`config.mk`:
```
export PLATFORM = sky130hd
export DESIGN_NAME = psfp_top
export DESIGN_NICKNAME = d
export VERILOG_FILES = /design/src/rtl/psfp_pkg.sv /design/src/rtl/psfp_top.sv
export VERILOG_INCLUDE_DIRS = /design/src /design/src/rtl
export SDC_FILE = /design/constraint.sdc
export NUM_CORES = 1
export LEC_CHECK = 0
export ABC_AREA = 1
export BUFFER_PORTS_ARGS = -buffer_cell sky130_fd_sc_hd__buf_2
export CORE_MARGIN = 2
export CORE_UTILIZATION = 54
export CTS_BUF_LIST = sky130_fd_sc_hd__clkbuf_4 sky130_fd_sc_hd__clkbuf_8 sky130_fd_sc_hd__clkbuf_16
export DETAILED_ROUTE_END_ITERATION = 10
export PLACE_DENSITY = 0.69
export SYNTH_ARGS = -nofsm -noshare
export SYNTH_HDL_FRONTEND = slang
export SYNTH_SLANG_ARGS = --single-unit
```
`constraint.sdc`:
```
create_clock -name CLK -period 4.85 [get_ports CLK]
set_input_delay 0 -clock CLK [delete_from_list [all_inputs] [get_ports CLK]]
set_output_delay 0 -clock CLK [all_outputs]
set_load 0.01 [all_outputs]
```
`src/rtl/psfp_regs.svh`:
```
`ifndef PSFP_REGS_SVH
`define PSFP_REGS_SVH

// number of half-bridges
`define PSFP_NHB            4
// overload counter width and maximum
`define PSFP_OLC_W          8
`define PSFP_OLC_MAX        8'h00_FF
// short check time per microfarad, in ms, and assumed filter capacitance
`define PSFP_PSC_MS_PER_UF  15
`define PSFP_PSC_CAP_UF     1
`define PSFP_CLK_MHZ        100
// cycles per short-check step: half of the total budget each
`define PSFP_PSC_STEP_CYC \
    ((`PSFP_PSC_MS_PER_UF * `PSFP_PSC_CAP_UF * 1000 * `PSFP_CLK_MHZ) / 2)
`define PSFP_PSC_CNT_W      24
// cycles without a frame start before the no-pwm fault fires
`define PSFP_NOPWM_CYC      2000
`define PSFP_NOPWM_W        12

`endif

```
`src/rtl/psfp_pkg.sv`:
```
package psfp_pkg;
    typedef enum logic [1:0] {
        PSFP_PSC_GND  = 2'b00,
        PSFP_PSC_SUP  = 2'b01,
        PSFP_PSC_DONE = 2'b10,
        PSFP_PSC_IDLE = 2'b11
    } psfp_psc_t;
    typedef logic [3:0] psfp_hb_t;
endpackage : psfp_pkg

```
`src/rtl/psfp_top.sv`:
```
`include "psfp_regs.svh"
`timescale 1ns/1ps
`default_nettype none

module psfp_top (
    // clock and power-on reset
    input  wire logic           CLK,
    input  wire logic           NRST,
    // device reset pin from controller
    input  wire logic           RESET_PIN_N,
    // configuration
    input  wire logic           BRIDGED_PAIR_MODE,
    input  wire logic           CYCLE_CURRENT_LIMIT,
    input  wire logic           DC_PROTECT_EN,
    // per half-bridge detectors and pwm frame marks
    input  wire psfp_pkg::psfp_hb_t OVERCURRENT,
    input  wire psfp_pkg::psfp_hb_t DC_IMBALANCE,
    input  wire psfp_pkg::psfp_hb_t HIGHSIDE_CHARGE_SUPPLY_LOW,
    input  wire psfp_pkg::psfp_hb_t PWM_FRAME,
    // global detectors
    input  wire logic           SUPPLY_UNDERVOLTAGE,
    input  wire logic           TEMP_WARN,
    input  wire logic           THERMAL_SHUTDOWN,
    input  wire logic           PIN_SHORT_GND,
    input  wire logic           PIN_SHORT_SUP,
    // half-bridge controls
    output logic [3:0]          HB_HIZ,
    output logic [3:0]          HB_FLIP,
    output logic [3:0]          HB_HIGHSIDE_OFF,
    output logic                PSC_TEST_GND,
    output logic                PSC_TEST_SUP,
    output logic                RUN,
    // status pins, open drain: oe high pulls low
    output logic                FAULT_N_OE,
    output logic                THERMAL_WARNING_N_OE
);
    import psfp_pkg::*;

    // =====================================================
    // input synchronisers
    // =====================================================
    localparam int NS = 22;
    logic [NS-1:0] raw, s1_r, s2_r;
    assign raw = {RESET_PIN_N, SUPPLY_UNDERVOLTAGE, TEMP_WARN,
                  THERMAL_SHUTDOWN, PIN_SHORT_GND, PIN_SHORT_SUP,
                  OVERCURRENT, DC_IMBALANCE,
                  HIGHSIDE_CHARGE_SUPPLY_LOW, PWM_FRAME};
    always_ff @(posedge CLK) begin
        s1_r <= raw;
        s2_r <= s1_r;
    end
    wire       rst_pin   = s2_r[21];
    wire       uv        = s2_r[20];
    wire       twarn     = s2_r[19];
    wire       tsd       = s2_r[18];
    wire       sh_gnd    = s2_r[17];
    wire       sh_sup    = s2_r[16];
    wire [3:0] oc        = s2_r[15:12];
    wire [3:0] dci       = s2_r[11:8];
    wire [3:0] bst_low   = s2_r[7:4];
    wire [3:0] frm       = s2_r[3:0];

    // =====================================================
    // pin short check, once after power-on in bridged pair mode
    // =====================================================
    psfp_psc_t psc_r, psc_nxt;
    logic [`PSFP_PSC_CNT_W-1:0] psc_cnt_r, psc_cnt_nxt;
    // step length scales with filter capacitance
    localparam logic [`PSFP_PSC_CNT_W-1:0] PSC_STEP =
        `PSFP_PSC_CNT_W'(`PSFP_PSC_STEP_CYC - 1);
    wire psc_busy  = (psc_r == PSFP_PSC_GND) || (psc_r == PSFP_PSC_SUP);
    wire step_end  = (psc_cnt_r == PSC_STEP);
    always_comb begin
        psc_nxt     = psc_r;
        psc_cnt_nxt = step_end ? '0 : psc_cnt_r + 1'b1;
        case (psc_r)
            PSFP_PSC_IDLE: begin
                psc_nxt     = BRIDGED_PAIR_MODE ? PSFP_PSC_GND
                                                : PSFP_PSC_DONE;
                psc_cnt_nxt = '0;
            end
            PSFP_PSC_GND: begin
                if (sh_gnd)
                    psc_cnt_nxt = '0;
                else if (step_end)
                    psc_nxt = PSFP_PSC_SUP;
            end
            PSFP_PSC_SUP: begin
                if (sh_sup)
                    psc_cnt_nxt = '0;
                else if (step_end)
                    psc_nxt = PSFP_PSC_DONE;
            end
            PSFP_PSC_DONE: psc_cnt_nxt = '0;
            default:       psc_nxt = PSFP_PSC_IDLE;
        endcase
    end
    always_ff @(posedge CLK) begin
        if (!NRST) begin
            psc_r     <= PSFP_PSC_IDLE;
            psc_cnt_r <= '0;
        end else begin
            psc_r     <= psc_nxt;
            psc_cnt_r <= psc_cnt_nxt;
        end
    end
    assign PSC_TEST_GND = (psc_r == PSFP_PSC_GND);
    assign PSC_TEST_SUP = (psc_r == PSFP_PSC_SUP);

    // =====================================================
    // reset pin handling
    // =====================================================
    // reset pin ignored during check
    wire dev_rst_n = rst_pin | psc_busy;
    logic rst_d_r;
    always_ff @(posedge CLK) begin
        if (!NRST)
            rst_d_r <= 1'b0;
        else
            rst_d_r <= dev_rst_n;
    end
    wire started = dev_rst_n & rst_d_r;

    // =====================================================
    // no-pwm watchdog, per half-bridge
    // =====================================================
    logic [`PSFP_NOPWM_W-1:0] npw_r [4];
    logic [3:0] nopwm;
    localparam logic [`PSFP_NOPWM_W-1:0] NOPWM_LIM =
        `PSFP_NOPWM_W'(`PSFP_NOPWM_CYC);
    always_ff @(posedge CLK) begin
        for (int i = 0; i < 4; i++) begin
            if (!NRST || frm[i])
                npw_r[i] <= '0;
            else if (npw_r[i] != NOPWM_LIM)
                npw_r[i] <= npw_r[i] + 1'b1;
        end
    end
    always_comb begin
        for (int i = 0; i < 4; i++)
            nopwm[i] = (npw_r[i] == NOPWM_LIM);
    end

    // =====================================================
    // overcurrent, overload counters and latches
    // =====================================================
    logic [`PSFP_OLC_W-1:0] olc_r [4];
    logic [3:0] olp_r, flip_r, seen_r;
    wire [3:0] dc_ev    = dci & {4{DC_PROTECT_EN}};
    // power-on and reset pin clear counters, latches
    wire       oc_clr   = !NRST || !dev_rst_n;
    wire [3:0] oc_cnt   = oc & {4{CYCLE_CURRENT_LIMIT}};
    wire [3:0] olc_up   = oc_cnt | dc_ev;
    wire [3:0] oc_trip  = oc & {4{~CYCLE_CURRENT_LIMIT}};
    // flip set on overcurrent while limiting
    wire [3:0] flip_set = oc_cnt;
    // a frame start opens a new pwm cycle; an event on it still counts
    wire [3:0] seen_nxt = oc | (seen_r & ~frm);
    wire [3:0] olc_full;
    wire [3:0] olc_zero;
    wire [3:0] olc_down;
    wire [3:0] olp_set;
    for (genvar g = 0; g < 4; g++) begin : g_olc
        assign olc_full[g] = (olc_r[g] == `PSFP_OLC_MAX);
        assign olc_zero[g] = (olc_r[g] == '0);
        assign olc_down[g] = frm[g] & ~seen_r[g] & ~olc_zero[g];
    end
    assign olp_set = olc_full | oc_trip;

    always_ff @(posedge CLK) begin
        for (int i = 0; i < 4; i++) begin
            if (oc_clr) begin
                olc_r[i]  <= '0;
                olp_r[i]  <= 1'b0;
                flip_r[i] <= 1'b0;
                seen_r[i] <= 1'b0;
            end else begin
                // flip until next frame, a new event wins
                if (flip_set[i])
                    flip_r[i] <= 1'b1;
                else if (frm[i])
                    flip_r[i] <= 1'b0;
                seen_r[i] <= seen_nxt[i];
                if (olc_up[i] && !olc_full[i])
                    olc_r[i] <= olc_r[i] + 1'b1;
                else if (!olc_up[i] && olc_down[i])
                    olc_r[i] <= olc_r[i] - 1'b1;
                if (olp_set[i])
                    olp_r[i] <= 1'b1;
            end
        end
    end

    // =====================================================
    // thermal shutdown latch
    // =====================================================
    logic tsd_r;
    always_ff @(posedge CLK) begin
        if (!NRST || !dev_rst_n)
            tsd_r <= 1'b0;
        else if (tsd)
            tsd_r <= 1'b1;
    end

    // =====================================================
    // output mapping
    // =====================================================
    // pairing chosen by BRIDGED_PAIR_MODE from setting decoder
    wire [3:0] ch_flt = olp_r | nopwm;
    wire [3:0] ch_off = BRIDGED_PAIR_MODE
        ? {{2{|ch_flt[3:2]}}, {2{|ch_flt[1:0]}}} : ch_flt;
    wire glob_off = uv | tsd_r | psc_busy | (psc_r == PSFP_PSC_IDLE);
    assign HB_HIZ   = {4{glob_off | ~started}} | ch_off;
    assign HB_FLIP  = flip_r & ~HB_HIZ;
    assign HB_HIGHSIDE_OFF = bst_low;
    assign RUN = ~(&HB_HIZ);

    wire alarm = psc_busy |
        (rst_pin & (uv | tsd_r | (|olp_r)));
    assign FAULT_N_OE           = alarm;
    assign THERMAL_WARNING_N_OE = twarn | tsd_r;

endmodule : psfp_top

`default_nettype wire

```
==> out/results.env <==
STATUS='completed'
FIRST_GLOBAL_VIAS=5977
FLOORPLAN.INITIALDENSITY_PCT=54.52
FINALHOLDVIOLCOUNT=0
POWER_FRAC_CLOCK_PCT=41.9
CLOCK_INSERTION_DELAY_AT_THE_LATER_PIN_OF_THE_SKEW_REPORT_NS=0.43
WORSTHOLDPATHCELLS=4
SYNTH_AREA_UM2=8197
SYNTH_SEQ_CELLS=164
SYNTH.NET_COUNT=1052
CRITPATHREQUIREDTIME_NS=5.03
CLOCKBUFFERDEPTH=2
FP.DIEAREA_UM2=16180
DRT_FIRST_PASS_ITERS=5
WORSTHOLDPATHTYPE='in -> reg'
CRITICAL_PATH.MAX_STAGE_DELAY_NS=0.47
CRITICAL_PATH_SOURCE_TYPE='flip-flop'
POST-ROUTE-UTIL_PCT=62.68
YOSYS_WARNS=0
SYNTHDISTINCTLIBCELLS=41
CLOCK_ROOT_BUFFER='sky130_fd_sc_hd__clkbuf_16'
ROWS=45
TRANSITION_TIME_AT_THE_PIN_WITH_THE_LEAST_SLEW_MARGIN_NS=0.6647
LAYOUT-DRIVE-GT1-SHARE_PCT=11.04
TOTALPOWERFINAL_mW=3.265
POWER_REPORT.INTERNAL_TOTAL_mW=2.423
ROUTEDLENGTHMET1_MM=7.650
DRC_ERRORS=0
FP.DIEW_UM=127.2
SLEW_VIOL_FINAL=0
ROUTE.VIAS.TOTAL=6500
CTSHTREEMAXLEVEL=4
GRT_ANTENNA_BEFORE_REPAIR=0
FIN_WORST_SKEW_NS=0.01043
FINALWIRELENGTH_MM=16.00
ACHIEVABLE-FREQUENCY_MHz=419.0
MOSTFREQUENTLAYOUTCELLS='sky130_fd_sc_hd__nand2_1 (202), sky130_fd_sc_hd__nor2_1 (158), sky130_fd_sc_hd__inv_1 (133)'
FINAL_SETUP_TNS_NS=0
AREA_GROWTH_SYN_TO_LAYOUT_PCT=14.96
CTS_REPAIR_RESIZED_INSTS=0
ROUTE.DETAILED.VIAS_PER_INST=5.098
TIMING.SLEW.HEADROOM_PCT=55.55
POSTLAYOUTCELLAREA_UM2=9423
GRT_FIRST_PASS_WIRELENGTH_MM=27.21
FILLERS=1274
MOSTFREQUENTLAYOUTCELL='sky130_fd_sc_hd__nand2_1'
POWER.SHARE.COMBINATIONAL_PCT=9.8
DIE_H_UM=127.2
GRT_USAGE_PCT=20.81
SYN-MEAN-INSTANCE-AREA_UM2=8.197
WORST_VDD_RAIL_IR_DROP_mV=0.2504
DESIGN.PORTCOUNT=44
GPL.FINAL_WEIGHTED_CONGESTION=0.8640
POWER_FRAC_SEQ_PCT=48.3
ROUTE.TOP_LAYER_USED='met4'
NUMCTSBUFFERS=17
GRT.OVERFLOW.TOTAL=0
FINAL-SETUP-VIOL-COUNT=0
POST-ROUTE-PERIOD-UTIL_PCT=49.20
WORSTPATHARRIVAL_NS=2.57
MIN_PERIOD_NS=2.386
POST-SYNTH-TOP-AREA-FRACTION_PCT=29.31
SYNTHDOMINANTAREACELLTYPE='sky130_fd_sc_hd__edfxtp_1'
TRITONCTS_NUM_SINKS=164
PLACEMENT.IO_BUFFERS=43
GRT_MAX_DEGREE=20
CRIT_PATH_TOP_DELAY_CELL='sky130_fd_sc_hd__edfxtp_1'
SYNTH-SEQ-AREA-SHARE_PCT=49.82
SYNTH_AREA_LEADERS='sky130_fd_sc_hd__edfxtp_1 (29%), sky130_fd_sc_hd__dfxtp_1 (21%), sky130_fd_sc_hd__nand2_1 (9.3%), sky130_fd_sc_hd__nor2_1 (7.2%), sky130_fd_sc_hd__inv_1 (6.1%)'
CELL_MODE_ON_CRITICAL_PATH='sky130_fd_sc_hd__nand3_1'
DRTANTENNAVIOLNETS=0
FP.COREAREA_UM2=15030
CRIT_PATH_CELL_TRACE='nor2_1, nand4_1, nand2_1, inv_1, ha_1, nand3_1, nand3_1, a21oi_1, nand3_1, nand2_1, nor2_1'
DETAILED_PLACE_HPWL_MM=11.28
WORSTPATHMAXFANOUT=7
ANTENNA_CELLS=0
SETUP_REPAIR_AFTER_GLOBAL_ROUTING_MISSED_ITS_MARGIN='no'
NET-SWITCHING-POWER_uW=842.1
TIMING.SETUP.CRITICAL_PATH_CLASS='reg -> reg'
TRITONCTS='built'
MAXCAPVIOLCOUNT=0
WORST_R2R_PATH_DEPTH=11
PLACED_AREA_UM2=8572
ROUTE.MET3.WL_UM=650
SYN_INST=1000
DRT_FIRST_ITER_VIOLATIONS=421
ROUTED_WIRE_LENGTH_PER_INSTANCE_UM=12.55
CRITPATHCAPTURETYPE='flip-flop'
POWER.STATIC_LEAKAGE_nW=3.810
CTS.CLK_SLEW.WORST_PATHS_NS=0.06
POWER.DENSITY_nW_PER_UM2=346.5
LAYOUT.NETS=1126
POWER.SWITCHING_FRACTION_PCT=25.79
MET2WIRELENGTH_MM=7.408
[critical path: cells and delay by family, from the launching register on]
family	cells	cell delay, ns
flip-flops	1	0.47
AO/OA/AOI/OAI	1	0.21
adder cells (fa/ha/maj)	1	0.39
AND/OR/NAND/NOR	8	0.88
buffers and inverters	1	0.19
[registers in the layout (all words and copies together), names as in the netlist]
signal     flops
npw_r         48
s1_r          22
rst_d_r        1
olp_r          4
flip_r         4
seen_r         4
s2_r          22
psc_r          2
tsd_r          1
olc_r         32
psc_cnt_r     24
[synth_stat cells, drive strengths merged]
| master | n |
|---|---|
| o211ai | 1 |
| clkbuf | 1 |
| xor2 | 30 |
| dfxtp | 84 |
| a31oi | 1 |
| or2 | 9 |
| a211oi | 2 |
| o21bai | 3 |
| inv | 138 |
| buf | 11 |
| nand3 | 69 |
| nor4 | 1 |
| o21ai | 36 |
| ha | 24 |
| nand3b | 6 |
| nand2 | 208 |
| a21oi | 54 |
| o21a | 2 |
| edfxtp | 80 |
| nor3b | 7 |
| nand4 | 20 |
| nor2 | 174 |
| a21boi | 1 |
| nor3 | 32 |
| fa | 1 |
| xnor2 | 5 |
[worst paths after layout]
check	start	to	slack (ns)
max	olc_r[2][0]$_SDFFCE_PN0P_	olc_r[2][7]$_SDFFCE_PN0P_	2.46
min	NRST	psc_r[0]$_SDFFE_PN1P_	0.06
max reg2reg	olc_r[2][0]$_SDFFCE_PN0P_	olc_r[2][7]$_SDFFCE_PN0P_	2.46
min reg2reg	s1_r[4]$_DFF_P_	s2_r[4]$_DFF_P_	0.33
[per-stage QoR]
stage	hold WS, ns	worst slack [ns]	cells
after global routing	0.07897	2.221	1275
final	0.06087	2.464	1275
after detailed placement	0.1036	2.513	1219
after floorplan	0.02772	2.758	1000
after CTS	0.04481	2.508	1275
after global placement	0.1019	2.553	1219
[power by group through the flow]
stage                     logic, mW  clock network (mW)  registers (mW)
after global routing          0.369                1.45            1.59
after CTS                     0.319                1.39            1.58
after global placement        0.300                   0            1.61
final                         0.320                1.37            1.58
after detailed placement      0.302                   0            1.61
after floorplan               0.242                   0            1.59
[layout make-up]
class                      instances  area, um2  share of cell area (%)
inverter                         138      520.5                   5.524
clock buffer                      21      514.2                   5.457
tap                              188      235.2                   2.496
multi-input combinational        686       3517                   37.33
sequential                       164       4084                   43.34
timing repair buffer              67      455.4                   4.833
clock inverter                    11      96.34                   1.022
[cells by family after synthesis]
family	Yosys count	share of synthesized area, %
and+or+nand+nor	526	28.77
DFF	164	49.82
buffers and inverters	150	7.266
AOI/OAI and AO/OA	100	6.487
xor gates and xnor gates	35	3.740
adders and majority gates	25	3.908
[metal layers]
metal / vias up / track usage, %
met3: 23 / 4.229
met2: 120 / 33.90
met5: - / 0
li1: 3405 / -
met1: 2952 / 27.91
met4: 0 / 7.111
[what timing repair did]
item / 4_1_cts / 5_1_grt
hold buffers: 24 / 0
setup buffers: 0 / 0
endpoints found under the hold margin: 27 / 0
Power figures use the tool's default switching activity.
